==> src/pe_regs.vh <==
// Register offsets, field positions, reset values and timing counts of the pin event block.
`ifndef PE_REGS_VH
`define PE_REGS_VH

`define PE_ADDR_W 12
`define PE_PIN_N 6

`define PE_OFF_INDICATOR_CFG 12'h1BC
`define PE_OFF_PIN_CFG 12'h1E0
`define PE_OFF_PIN_DATA_DIR 12'h1E4
`define PE_OFF_PIN_SYSTEM_INTERRUPT_STATUS_EN 12'h1E8

`define PE_STS_LSB 0
`define PE_STS_MSB 5
`define PE_EN_LSB 16
`define PE_EN_MSB 21
`define PE_DRV_LSB 0
`define PE_DRV_MSB 5
`define PE_POL_LSB 16
`define PE_POL_MSB 21
`define PE_DATA_LSB 0
`define PE_DATA_MSB 5
`define PE_DIR_LSB 16
`define PE_DIR_MSB 21
`define PE_SEL_LSB 0
`define PE_SEL_MSB 5
`define PE_FUN_LSB 8
`define PE_FUN_MSB 9

`define PE_FUN_PUSH_PULL 2'h3
`define PE_PINS_RESET 6'h00

`define PE_CLK_PERIOD_NS 20
`define PE_MIN_ACTIVE_NS 40
`define PE_MIN_ACTIVE_CYC ((`PE_MIN_ACTIVE_NS + `PE_CLK_PERIOD_NS - 1) / `PE_CLK_PERIOD_NS)

`endif

==> src/pe_pin_filter.v <==
// Two-stage synchroniser and minimum-width level filter for one pin input.
`timescale 1ns/100ps
`include "pe_regs.vh"

module pe_pin_filter #(
  parameter MIN_CYC = `PE_MIN_ACTIVE_CYC,
  parameter CNT_W = 4
) (
  input wire clk_sys_i,
  input wire reset_n_i,
  input wire pin_raw_i,
  output reg pin_level_o
);

  reg sync_a;
  reg sync_b;
  reg [CNT_W-1:0] stable_cnt;
  reg [CNT_W-1:0] next_stable_cnt;
  reg next_level;

  // A new level is accepted only after it has been seen on MIN_CYC consecutive edges,
  // so a glitch that spans fewer than MIN_CYC sampling edges never reaches the status bits.
  always @* begin
    next_stable_cnt = {CNT_W{1'b0}};
    next_level = pin_level_o;
    if (sync_b != pin_level_o) begin
      if (stable_cnt == MIN_CYC[CNT_W-1:0] - 1'b1) begin
        next_level = sync_b;
      end else begin
        next_stable_cnt = stable_cnt + 1'b1;
      end
    end
  end

  always @(posedge clk_sys_i or negedge reset_n_i) begin
    if (!reset_n_i) begin
      // Reset to the pulled-up idle level, so a low-triggered pin sees no false event.
      sync_a <= 1'b1;
      sync_b <= 1'b1;
      stable_cnt <= {CNT_W{1'b0}};
      pin_level_o <= 1'b1;
    end else begin
      sync_a <= pin_raw_i;
      sync_b <= sync_a;
      stable_cnt <= next_stable_cnt;
      pin_level_o <= next_level;
    end
  end

endmodule

==> src/pe_pin_ctrl.v <==
// Pin event detection, indicator configuration and pin drive for six shared pins.
`timescale 1ns/100ps
`include "pe_regs.vh"

// Operation
// - Writing 1 clears a status bit.
// - OR of enabled status gives pin event.
// - Per-pin enables, reset to zero.
// - Status captures regardless of enable.
// - Interrupt output needs top-level event enable.
// - Level sensitive, held over 40 ns.
// - Function select: 0 general, 1 indicator.
// - Function field matters only in indicator mode.
// - Indicator mode disables pull-up, input buffer.
// - Function 11b push-pull, else open drive.
// - Strap high makes open indicator active low.
// - Polarity ignores later loader values.
// - General mode follows pin configuration registers.
// - Indicator defaults latched from straps at reset.
// - Loader may replace strap defaults.
// - Trigger polarity: 0 low, 1 high.
// - Open-drain pin drives low only on 0.

module pe_pin_ctrl #(
  parameter PIN_N = `PE_PIN_N,
  parameter MIN_CYC = `PE_MIN_ACTIVE_CYC
) (
  input wire clk_sys_i,
  input wire reset_n_i,
  input wire [`PE_ADDR_W-1:0] reg_addr_i,
  input wire reg_wr_i,
  input wire reg_rd_i,
  input wire [31:0] reg_wdata_i,
  output reg [31:0] reg_rdata_o,
  input wire pin_event_enable_i,
  output wire pin_event_o,
  output wire irq_o,
  input wire [1:0] indicator_function_strap_i,
  input wire [5:0] indicator_select_strap_i,
  input wire [5:0] indicator_polarity_strap_i,
  input wire loader_wr_i,
  input wire [1:0] loader_function_i,
  input wire [5:0] loader_select_i,
  input wire [5:0] indicator_on_i,
  input wire [5:0] pin_in_i,
  output reg [5:0] pin_out_o,
  output reg [5:0] pin_oe_o,
  output wire [5:0] pin_pullup_en_o,
  output wire [5:0] pin_inbuf_en_o
);

  function hit;
    input [`PE_ADDR_W-1:0] addr;
    input [`PE_ADDR_W-1:0] off;
    begin
      hit = (addr == off);
    end
  endfunction

  reg [5:0] int_status;
  reg [5:0] int_enable;
  reg [5:0] pin_driver_type;
  reg [5:0] pin_trigger_polarity;
  reg [5:0] pin_data_bits;
  reg [5:0] pin_direction_bits;
  reg [1:0] indicator_function_field;
  reg [5:0] indicator_function_select;
  reg [5:0] indicator_active_low;
  reg strap_taken;
  reg [5:0] next_int_status;
  reg [31:0] next_rdata;
  wire [5:0] pin_level;
  wire [5:0] trigger;
  wire wr_sts;
  wire wr_cfg;
  wire wr_dd;
  wire wr_ind;
  wire push_pull_ind;

  assign wr_sts = reg_wr_i && hit(reg_addr_i, `PE_OFF_PIN_SYSTEM_INTERRUPT_STATUS_EN);
  assign wr_cfg = reg_wr_i && hit(reg_addr_i, `PE_OFF_PIN_CFG);
  assign wr_dd = reg_wr_i && hit(reg_addr_i, `PE_OFF_PIN_DATA_DIR);
  assign wr_ind = reg_wr_i && hit(reg_addr_i, `PE_OFF_INDICATOR_CFG);

  genvar g;
  generate
    for (g = 0; g < PIN_N; g = g + 1) begin : g_pin
      pe_pin_filter #(
        .MIN_CYC(MIN_CYC),
        .CNT_W(4)
      ) u_filter (
        .clk_sys_i(clk_sys_i),
        .reset_n_i(reset_n_i),
        .pin_raw_i(pin_in_i[g]),
        .pin_level_o(pin_level[g])
      );
    end
  endgenerate

  // Pins used as indicators have their input buffer off, so they cannot raise events.
  assign trigger = ~(pin_level ^ pin_trigger_polarity) & ~indicator_function_select;

  // The condition is level sensitive: a held level sets the bit again every cycle,
  // and the set wins over a clear written in the same cycle.
  always @* begin
    next_int_status = int_status;
    if (wr_sts) begin
      next_int_status = int_status & ~reg_wdata_i[`PE_STS_MSB:`PE_STS_LSB];
    end
    next_int_status = next_int_status | trigger;
  end

  assign pin_event_o = |(int_status & int_enable);
  assign irq_o = pin_event_o & pin_event_enable_i;

  always @(posedge clk_sys_i or negedge reset_n_i) begin
    if (!reset_n_i) begin
      int_status <= `PE_PINS_RESET;
      int_enable <= `PE_PINS_RESET;
    end else begin
      int_status <= next_int_status;
      if (wr_sts) begin
        int_enable <= reg_wdata_i[`PE_EN_MSB:`PE_EN_LSB];
      end
    end
  end

  always @(posedge clk_sys_i or negedge reset_n_i) begin
    if (!reset_n_i) begin
      pin_driver_type <= `PE_PINS_RESET;
      pin_trigger_polarity <= `PE_PINS_RESET;
      pin_data_bits <= `PE_PINS_RESET;
      pin_direction_bits <= `PE_PINS_RESET;
    end else begin
      if (wr_cfg) begin
        pin_driver_type <= reg_wdata_i[`PE_DRV_MSB:`PE_DRV_LSB];
        pin_trigger_polarity <= reg_wdata_i[`PE_POL_MSB:`PE_POL_LSB];
      end
      if (wr_dd) begin
        pin_data_bits <= reg_wdata_i[`PE_DATA_MSB:`PE_DATA_LSB];
        pin_direction_bits <= reg_wdata_i[`PE_DIR_MSB:`PE_DIR_LSB];
      end
    end
  end

  // Straps are caught on the first edge after reset release, since an asynchronous
  // reset may only load constants. Indicator configuration and loader writes in that first cycle are lost.
  always @(posedge clk_sys_i or negedge reset_n_i) begin
    if (!reset_n_i) begin
      strap_taken <= 1'b0;
      indicator_function_field <= 2'h0;
      indicator_function_select <= `PE_PINS_RESET;
      indicator_active_low <= `PE_PINS_RESET;
    end else if (!strap_taken) begin
      strap_taken <= 1'b1;
      indicator_function_field <= indicator_function_strap_i;
      indicator_function_select <= indicator_select_strap_i;
      indicator_active_low <= indicator_polarity_strap_i;
    end else if (loader_wr_i) begin
      indicator_function_field <= loader_function_i;
      indicator_function_select <= loader_select_i;
    end else if (wr_ind) begin
      indicator_function_field <= reg_wdata_i[`PE_FUN_MSB:`PE_FUN_LSB];
      indicator_function_select <= reg_wdata_i[`PE_SEL_MSB:`PE_SEL_LSB];
    end
  end

  // The polarity register is loaded only at strap time; the loader never touches it.

  assign push_pull_ind = (indicator_function_field == `PE_FUN_PUSH_PULL);
  assign pin_pullup_en_o = ~indicator_function_select;
  assign pin_inbuf_en_o = ~indicator_function_select;

  integer i;
  always @(posedge clk_sys_i or negedge reset_n_i) begin
    if (!reset_n_i) begin
      pin_out_o <= `PE_PINS_RESET;
      pin_oe_o <= `PE_PINS_RESET;
    end else begin
      for (i = 0; i < PIN_N; i = i + 1) begin
        if (indicator_function_select[i]) begin
          if (push_pull_ind) begin
            pin_out_o[i] <= indicator_on_i[i];
            pin_oe_o[i] <= 1'b1;
          end else begin
            // Active low drives 0 when lit; active high drives 1 when lit.
            pin_out_o[i] <= ~indicator_active_low[i];
            pin_oe_o[i] <= indicator_on_i[i];
          end
        end else if (pin_direction_bits[i]) begin
          if (pin_driver_type[i]) begin
            pin_out_o[i] <= pin_data_bits[i];
            pin_oe_o[i] <= 1'b1;
          end else begin
            pin_out_o[i] <= 1'b0;
            pin_oe_o[i] <= ~pin_data_bits[i];
          end
        end else begin
          pin_out_o[i] <= 1'b0;
          pin_oe_o[i] <= 1'b0;
        end
      end
    end
  end

  always @* begin
    next_rdata = 32'h00000000;
    if (hit(reg_addr_i, `PE_OFF_PIN_SYSTEM_INTERRUPT_STATUS_EN)) begin
      next_rdata[`PE_STS_MSB:`PE_STS_LSB] = int_status;
      next_rdata[`PE_EN_MSB:`PE_EN_LSB] = int_enable;
    end else if (hit(reg_addr_i, `PE_OFF_PIN_CFG)) begin
      next_rdata[`PE_DRV_MSB:`PE_DRV_LSB] = pin_driver_type;
      next_rdata[`PE_POL_MSB:`PE_POL_LSB] = pin_trigger_polarity;
    end else if (hit(reg_addr_i, `PE_OFF_PIN_DATA_DIR)) begin
      // Inputs read the filtered pin, outputs the last written value.
      next_rdata[`PE_DATA_MSB:`PE_DATA_LSB] =
        (pin_data_bits & pin_direction_bits) | (pin_level & ~pin_direction_bits);
      next_rdata[`PE_DIR_MSB:`PE_DIR_LSB] = pin_direction_bits;
    end else if (hit(reg_addr_i, `PE_OFF_INDICATOR_CFG)) begin
      next_rdata[`PE_FUN_MSB:`PE_FUN_LSB] = indicator_function_field;
      next_rdata[`PE_SEL_MSB:`PE_SEL_LSB] = indicator_function_select;
    end
  end

  always @(posedge clk_sys_i or negedge reset_n_i) begin
    if (!reset_n_i) begin
      reg_rdata_o <= 32'h00000000;
    end else if (reg_rd_i) begin
      reg_rdata_o <= next_rdata;
    end
  end

endmodule

==> config.mk <==
export PLATFORM = sky130hd
export DESIGN_NAME = pe_pin_ctrl
export DESIGN_NICKNAME = d
export VERILOG_FILES = /design/src/pe_pin_filter.v /design/src/pe_pin_ctrl.v
export VERILOG_INCLUDE_DIRS = /design/src /design/src/src
export SDC_FILE = /design/constraint.sdc
export NUM_CORES = 1
export LEC_CHECK = 0
export ABC_AREA = 1
export BUFFER_PORTS_ARGS = -buffer_cell sky130_fd_sc_hd__buf_4
export CORE_MARGIN = 3
export CORE_UTILIZATION = 35
export CTS_BUF_LIST = sky130_fd_sc_hd__clkbuf_4
export DETAILED_ROUTE_END_ITERATION = 10
export PLACE_DENSITY = 0.54
export SYNTH_ARGS = -nofsm -noshare
export SYNTH_HDL_FRONTEND = slang
export SYNTH_HIERARCHICAL = 1
export SYNTH_SLANG_ARGS = --single-unit
==> constraint.sdc <==
create_clock -name clk_sys_i -period 1.9 [get_ports clk_sys_i]
set_input_delay 0.19 -clock clk_sys_i [delete_from_list [all_inputs] [get_ports clk_sys_i]]
set_output_delay 0.19 -clock clk_sys_i [all_outputs]
set_load 0.005 [all_outputs]
==> results of run 1 <==
==> cell type report <==
class	instances	area [µm²]
Inverter	85	319
Clock inverter	8	33.8
Tap cell	216	270
Timing Repair Buffer	160	1330
Multi-Input combinational cell	466	2340
Fill cell	1567	8700
Sequential cell	119	3000
Clock buffer	24	180
==> report_power, final <==
group / switching (mW) / internal, mW / total (mW) / leakage, nW
registers: 0.272 / 2.80 / 3.08 / 1.51
logic: 0.573 / 0.476 / 1.05 / 2.03
clock network: 0.857 / 0.591 / 1.45 / 0.130
total: 1.70 / 3.87 / 5.57 / 3.68
==> repair_timing <==
| action | in CTS | in global routing |
|---|---|---|
| hold buffers | 41 | 0 |
| pin swaps | 2 | 2 |
| hold endpoints to repair | 175 | 0 |
| gates resized for setup | 3 | 0 |
| buffers inserted | 2 | 3 |
| setup endpoints to repair | 1 | 2 |
==> worst max path at each step <==
stage	cells after the start	end	slack (ns)
after floorplan	9	pin_driver_type[0]	0.69
after global placement	8	pin_driver_type[1]	0.33
after detailed placement	8	pin_driver_type[3]	0.33
after CTS	6	irq_o	-0.07
after global routing	6	irq_o	-0.13
final	6	irq_o	0.04
==> worst max-delay path: stages, from the launching register on <==
cell and delay, ns:
dfrtp_1 0.40, nand2_1 0.09, nand2_2 0.06, a221oi_2 0.16, nand3_1 0.14, and2_1 0.17, buf_4 0.13
==> cell families (layout without fill, tap and decap cells) <==
group | after synthesis | after routing | synth area share, %
and+or+nand+nor | 316 | 316 | 25.1
buffers and inverters | 130 | 277 | 10.5
DFF | 119 | 119 | 51.0
AOI/OAI and AO/OA | 117 | 117 | 10.8
muxes | 8 | 8 | 1.49
xor gates and xnor gates | 4 | 4 | 0.595
adders and majority gates | 2 | 2 | 0.425
other | 2 | 19 | 0.128
==> layer usage <==
| metal | part of all wire [%] | track usage, % | wire length [µm] | up-vias |
|---|---|---|---|---|
| met3 | 4.4 | 4.38 | 647 | 12 |
| met5 | 0 | 0 | 0 | - |
| met1 | 43 | 20.4 | 6340 | 2475 |
| li1 | - | - | - | 2545 |
| met4 | 0.98 | 5.21 | 144 | 0 |
| met2 | 52 | 28.3 | 7610 | 120 |
==> placed cells by master, fill, tap and decap left out <==
cell           instances
nor2_1                47
nand2_4                2
buf_6                  1
clkinv_1               5
nand3_1               37
o21ai_0               62
xnor2_1                1
a221oi_2               1
buf_4                116
and2_1                 1
nand4_1               42
and2_4                 1
xor2_1                 3
dlygate4sd3_1         41
nor2_4                 4
mux2_2                 6
nor2_2                 8
nand2_1              161
nand2_2                5
dfrtp_1              101
o21ai_2               12
ha_1                   2
clkinv_2               3
inv_1                 85
nand4_2                2
o21ai_1               19
clkbuf_4              24
a21oi_1               23
dfstp_2               18
mux2i_1                2
conb_1                19
buf_12                 2
nand3_2                6
==> through the flow <==
stage	cell area, µm²	TNS, ns	cells	worst slack [ns]	utilization (%)
2_1_floorplan	5950	0	715	0.694	-
3_3_place_gp	6800	0	1000	0.326	42.0
3_5_place_dp	6800	0	1000	0.327	42.0
4_1_cts	7450	-0.0811	1075	-0.0657	46.1
5_1_grt	7470	-0.217	1078	-0.128	46.2
6_report	7470	0	1078	0.0440	46.2
==> out/qor.yml, run 1 <==
whs_path_depth: 5
largest_register_ffs: 24
drt_pass1_iterations: 5
place.gp.congestion: 0.808
core.rowCount: 46
die_y_um: 136
r2r_setup_slack_ns: 0.60
r2r_end: "indicator_function_select[3]"
grt_pass1_vias: 5023
io_pins: 142
cts_sinks: 119
cts_buffers: 17
tritoncts: "done"
cts_root_buf: "clkbuf_4"
dpl.hpwl_mm: 10.6
min_from: "indicator_select_strap_i[4]"
regMostFlops: "g_pin.u_filter/stable_cnt"
synth_most_common_cell: "nand2_1"
skew_ns: 0.0102
synthArstFlopShare_pct: 100
cp_max_fo: 2
crit_arrival_ns: 1.67
synth_largest_area_cell: "dfrtp_1"
die_x_um: 136
overflow: 0
drt_wl_total_mm: 14.7
synth_commonest_cells: "nand2_1, dfrtp_1, inv_1"
startpoint_type: "flop"
fin_crit_ns: 1.86
synth-main-ff-cell: "dfrtp_1"
core_um2: 16200
rsz0062_at_grt: "yes"
syn_area_um2: 5890
layout.nets: 935
hold_viol: 0
die-area_um2: 18400
status: "finished clean"
top_regs: "g_pin.u_filter/stable_cnt (24), reg_rdata_o (14)"
p_leak_nw: 3.68
critPathRequiredTime_ns: 1.71
setup_viol: 0
vias: 5152
drive_gt1_share_pct: 24.5
cp-startpoint: "int_enable[3]"
n_antenna_cell: 0
crit_type: "reg2out"
clock_latency_ns: 0.52
reg2regPathDepth: 5
viasPerCell: 4.78
grt_pass1_wl_mm: 24.1
power_mw: 5.57
ys_types: 31
synth_area_leaders: "dfrtp_1, nand2_1, dfstp_2"
min_path_type: "in2reg"
seq_area_frac_synth_pct: 51.0
wire_per_inst_um: 13.7
synthDominantCellAreaShare_pct: 42.9
clock.fmax_mhz: 539
grt_max_degree: 55
post_synth_inst_count: 698
drtAntennaViolNets: 0
clock_path_buffers: 2
cap_viol_max_count: 0
min_delay_worst_endpoint: "indicator_function_select[4]"
antenna_found_initial: 0
rr_startpoint: "strap_taken"
area.growth.synth_to_final_pct: 27.0
htree_levels: 4
port_buffers: 105
initial_core_util_pct: 36.4
power.density_nw_per_um2: 746
vdd_drop_max_v: 0.000452
drv_slew: 0
drtIter0Drc: 320
synth_edf_count: 0
endpoint_kind: "output port"
post-route-drc-count: 0
synth_seq_cells: 119
synth.avg_cell_area_um2: 8.43
ys_warn_count: 6
grt_util_all_layers_pct: 16.5
finalCritPeriodShare_pct: 97.7
clk_pin_slew_worst_paths_ns: 0.10
holdWs_ns: 0.0421
(Power assumes the default switching activity.)
==> inputs of run 2 (changes only) <==
Settings changed: HOLD_SLACK_MARGIN set to 0.05.
==> run 2 against run 1 <==
Net effect: flip-flop and latch count stayed put; non-clock buffer count is 5 higher; clock skew hardly changed; clock-buffer cell count stayed put; register-to-register slack worse by 0.20 ns; cell count is 0.46% higher; die area stayed put; design area is 0.67% higher; global-route usage is 0.063 points higher; combinational power hardly changed; routed wire length is 0.33% higher.
==> out/qor.yml, run 2 (synthesis gave the netlist of run 1 again) <==
comb_power_share_pct: 19.0
cp-startpoint: "int_enable[3]"
grt_pass1_wl_mm: 24.2
regArea_um2: 3000
drive_gt1_share_pct: 24.3
overflow: 0
core.rowCount: 46
min_path_type: "in2reg"
fin_crit_ns: 1.86
rr_startpoint: "strap_taken"
min_from: "reg_addr_i[7]"
drtIter0Drc: 350
grt_util_all_layers_pct: 16.6
mostFrequentLayoutCell: "nand2_1"
setup_viol: 0
io_pins: 142
wire_per_inst_um: 13.6
preCtsSetupSlack_ns: 0.327
rsz0062_at_grt: "yes"
max_stage_delay_ns: 0.40
multi_input_area_um2: 2340
cts_sinks: 119
post-route-drc-count: 0
vdd_drop_max_v: 0.000452
clock_path_buffers: 2
place.gp.congestion: 0.808
drt_pass1_iterations: 5
startpoint_type: "flop"
power.density_nw_per_um2: 742
port_buffers: 105
p_clk_share_pct: 26.0
regMostFlops: "g_pin.u_filter/stable_cnt"
crit_buf_inv: 1
die_x_um: 136
slowest_stage: "dfrtp_1"
initial_core_util_pct: 36.4
internal-power_mw: 3.88
hold_viol: 0
crit_chain: "nand2_1 -> nand2_2 -> a221oi_2 -> nand3_1 -> and2_1 -> buf_4"
critPathRequiredTime_ns: 1.71
cp_max_fo: 2
tns_ns: 0
grt_max_degree: 55
fin_ws_ns: 0.0401
drt_wl_total_mm: 14.8
largest_register_ffs: 24
fillCellCount: 1561
tritoncts: "done"
skew_ns: 0.0105
swShare_pct: 30.6
clock.fmax_mhz: 538
finalCritPeriodShare_pct: 97.9
viasPerCell: 4.80
p_leak_nw: 3.70
drtAntennaViolNets: 0
cts_buffers: 17
switchingPower_mw: 1.71
die-area_um2: 18400
crit_arrival_ns: 1.67
seqPwrFrac_pct: 55.1
status: "finished clean"
grt_pass1_vias: 5044
endpoint_kind: "output port"
cap_viol_max_count: 0
top_regs: "g_pin.u_filter/stable_cnt (24), reg_rdata_o (14)"
area.growth.synth_to_final_pct: 27.8
final_cell_mix: "nand2_1, buf_4, dfrtp_1"
cts_root_buf: "clkbuf_4"
htree_levels: 4
path_delay_family: "simple AND/OR/NAND/NOR gates"
layout.nets: 940
drv_slew: 0
n_antenna_cell: 0
clk_pin_slew_worst_paths_ns: 0.10
vias: 5194
antenna_found_initial: 0
core_um2: 16200
clock_latency_ns: 0.52
dpl.hpwl_mm: 10.6
crit_type: "reg2out"
die_y_um: 136
[run 2: cell count changes in the layout (fill, tap and decap cells not counted)]
cell / before / now
dlygate4sd3_1: 41 / 46
[run 2: cell type report]
cell class              instances  share of cell area [%]
flip-flops and latches        119                    39.9
clock buffers                  24                    2.39
repair buffers                165                    18.4
multi-input cells             466                    31.1
clock inverters                 8                   0.449
inverters                      85                    4.24
well taps                     216                    3.59
[run 2: metal layers]
metal,GRT usage (%),wire length (µm),up-vias
met5,0,0,-
met4,5.21,127,0
met3,4.38,721,10
met2,28.3,7620,131
met1,20.6,6320,2497
li1,-,-,2556
[run 2: timing repair]
action,in CTS,in global routing
gates resized for setup,3,0
endpoints found under the setup margin,1,2
gates cloned,0,0
hold buffers,46,0
pin swaps,2,2
setup buffers,2,3
hold endpoints to repair,180,0
[run 2: per-stage QoR]
| stage | instance area, µm² | hold WS, ns | power [mW] | instances | utilization [%] |
|---|---|---|---|---|---|
| 2_1_floorplan | 5950 | -0.106 | 3.68 | 715 | - |
| 3_3_place_gp | 6800 | 0.122 | 4.06 | 1000 | 42.0 |
| 3_5_place_dp | 6800 | 0.129 | 4.11 | 1000 | 42.0 |
| 4_1_cts | 7500 | 0.0532 | 5.67 | 1080 | 46.4 |
| 5_1_grt | 7520 | 0.0678 | 6.00 | 1083 | 46.5 |
| 6_report | 7520 | 0.0931 | 5.59 | 1083 | 46.5 |
[run 2: worst register-to-register path, delay by kind of cell, from the launching register on]
family | cells | cell delay, ns
AO/OA/AOI/OAI | 1 | 0.06
buffers and inverters | 1 | 0.57
flip-flops | 1 | 0.53
multiplexers | 1 | 0.23
[run 2: final timing paths]
check / end / slack [ns] / depth (start not counted)
hold / removal: reg_rdata_o[9] / 0.09 / 5
setup reg to reg: indicator_function_field[0] / 0.40 / 3
setup / recovery: irq_o / 0.04 / 6
min in group asynchronous: pin_out_o[2] / 0.10 / 2
max in group asynchronous: g_pin[1].u_filter/pin_level_o / 1.12 / 3
hold reg to reg: g_pin[4].u_filter/sync_b / 0.35 / 0
[run 2: power groups by stage]
stage	registers, mW	clock network (mW)	logic [mW]
final	3.08	1.45	1.06
after floorplan	3.04	0	0.636
after CTS	3.08	1.52	1.07
after global placement	3.10	0	0.963
after detailed placement	3.12	0	0.991
after global routing	3.13	1.66	1.21
==> inputs of run 3 (changes only) <==
Settings changed: ABC_AREA 1 to unset, PLACE_DENSITY 0.54 to 0.55.
==> run 3 against run 2 <==
Net effect: sequential power barely moved; utilization up 1.3 points; register-to-register slack improved by 0.26 ns; clock-buffer cell count decreased by 4; worst setup slack improved by 0.072 ns; largest cell class unchanged; via count shrank 19%; die area down 5.5%; power rose by 9.5%; routed wire length shrank 2.2%; synthesized cell count decreased by 29%; critical endpoint unchanged.
==> out/qor.yml, run 3 <==
layout.nets: 752
synth_commonest_cells: "dfrtp_1, o21ai_0, nand2_1"
regMostFlops: "g_pin.u_filter/stable_cnt"
synthArstFlopShare_pct: 100
ys_types: 48
synth_largest_area_cell: "dfrtp_1"
area.growth.synth_to_final_pct: 32.4
post_synth_inst_count: 499
grtUsageMet2_pct: 26.1
cts_sinks: 119
clk_pin_slew_worst_paths_ns: 0.12
synth.avg_cell_area_um2: 11.1
synth_most_common_cell: "dfrtp_1"
drv_slew: 0
post-route-drc-count: 0
core_um2: 15400
die_x_um: 132
vias: 4199
overflow: 0
multi_input_area_um2: 2290
max_stage_delay_ns: 0.43
power_mw: 6.12
power.density_nw_per_um2: 833
io_pins: 142
die_y_um: 132
synth-main-ff-cell: "dfrtp_1"
globalRouteMet1Util_pct: 23.3
slowest_stage: "dfrtp_1"
crit_arrival_ns: 1.60
place.gp.congestion: 0.799
cap_viol_max_count: 0
crit_type: "reg2out"
grt_pass1_vias: 4334
min_path_type: "in2reg"
p_leak_nw: 3.38
port_buffers: 105
worst_pin_slew_ns: 0.488
fin_crit_ns: 1.79
synth_area_leaders: "dfrtp_1, dfstp_2, o21ai_0"
grt_busiest_layer: "met2"
syn_area_um2: 5550
largest_register_ffs: 24
final_cell_mix: "buf_4, dfrtp_1, o21ai_0"
slew_headroom_pct: 67.0
seq_area_frac_synth_pct: 54.1
hold_viol: 0
antenna_found_initial: 1
post-route-util_pct: 47.8
rsz0062_at_grt: "no"
drt_wl_total_mm: 14.5
drtIter0Drc: 218
grt_pass1_wl_mm: 23.4
viasPerCell: 4.71
cts_buffers: 17
top_regs: "g_pin.u_filter/stable_cnt (24), reg_rdata_o (14)"
cp_max_fo: 3
drtAntennaViolNets: 0
cts_root_buf: "clkbuf_4"
die-area_um2: 17400
endpoint_kind: "output port"
grt_max_degree: 48
synth_edf_count: 0
htree_levels: 4
core.rowCount: 45
clock_latency_ns: 0.52
synthDominantCellAreaShare_pct: 45.6
wire_per_inst_um: 16.2
dpl.hpwl_mm: 10.5
clock_path_buffers: 2
crit_chain: "a22oi_2 -> nand3_2 -> and2_1 -> buf_4"
ys_warn_count: 6
skew_ns: 0.0255
fillCellCount: 1451
finalCritPeriodShare_pct: 94.1
drive_gt1_share_pct: 33.9
synth_seq_cells: 119
setup_viol: 0
status: "finished clean"
vdd_drop_max_v: 0.000357
grt_util_all_layers_pct: 17.1
tritoncts: "done"
initial_core_util_pct: 36.1
met3_usage_pct: 5.42
mostFrequentLayoutCell: "buf_4"
regArea_um2: 3000
startpoint_type: "flop"
clock.fmax_mhz: 559
drt_pass1_iterations: 4
critPathRequiredTime_ns: 1.71
run 3: cell count changes in the layout (fill, tap and decap cells not counted), moves of 14 or more:
cell,before,now
nand4_1,42,0
nor2_1,47,25
nand2_1,161,36
nand3_1,37,15
mux2i_1,2,20
o21ai_1,19,1
mux2_2,6,24
inv_1,85,22
buf_4,116,130
run 3: cells by family after synthesis:
group           Yosys count  synth area share [%]
compound gates          111                  11.2
xor+xnor                 24                  3.79
fa+ha+maj                 2                 0.451
buf+inv                  63                  6.09
flops                   119                  54.1
mux                      62                  12.5
other cells               2                 0.135
simple gates            116                  11.7
run 3: area by class of cell:
type                       count  area share (%)
tap                          211            3.59
sequential                   119            40.9
antenna                        1          0.0341
multi-input combinational    334            31.2
clock buffer                  20            2.04
clock inverter                12            1.86
timing repair buffer         172            19.3
inverter                      22            1.12
run 3: what timing repair did:
item / 4_1_cts / 5_1_grt
buffers inserted: 3 / 1
endpoints found under the hold margin: 183 / 0
resized for setup: 1 / 3
endpoints found under the setup margin: 1 / 2
pin swaps: 1 / 3
hold buffers: 40 / 0
run 3: final timing paths:
check                                         start                       endpoint  slack (ns)  cells after the start
hold reg to reg            g_pin[1].u_filter/sync_a       g_pin[1].u_filter/sync_b        0.36                      0
setup / recovery                      int_enable[2]                          irq_o        0.11                      4
max in group asynchronous                 reset_n_i  g_pin[5].u_filter/pin_level_o        1.10                      3
setup reg to reg                        strap_taken    indicator_function_field[1]        0.66                      4
hold / removal                   loader_select_i[1]   indicator_function_select[1]        0.11                      5
min in group asynchronous                 reset_n_i             pin_driver_type[0]        0.14                      2
run 3: per-layer routing:
layer / wire length, µm / up-vias / part of all wire, %
li1: - / 2033 / -
met1: 6950 / 2024 / 48
met2: 6550 / 126 / 45
met3: 755 / 16 / 5.2
met4: 200 / 0 / 1.4
met5: 0 / - / 0
run 3: worst max-delay path, delay by kind of cell, from the launching register on:
kind	cells	cell delay (ns)
compound gates	1	0.21
buf+inv	1	0.13
flops	1	0.43
simple gates	2	0.31
run 3: per-stage QoR:
step / instance area, µm² / std cells / hold WS (ns) / TNS [ns] / worst slack [ns]
floorplan: 5610 / 516 / -0.106 / -0.346 / -0.0346
global placement: 6610 / 814 / 0.149 / -2.68 / -0.168
detailed placement: 6610 / 814 / 0.156 / -2.98 / -0.197
CTS: 7320 / 889 / 0.0724 / 0 / 0.0164
global route: 7340 / 891 / 0.105 / 0 / 0.00311
finish: 7340 / 891 / 0.108 / 0 / 0.112
run 3: where the power goes:
group / leakage, nW / switching (mW) / internal [mW]
Clock: 0.165 / 0.951 / 0.936
Combinational: 1.71 / 0.488 / 0.664
Sequential: 1.51 / 0.263 / 2.81
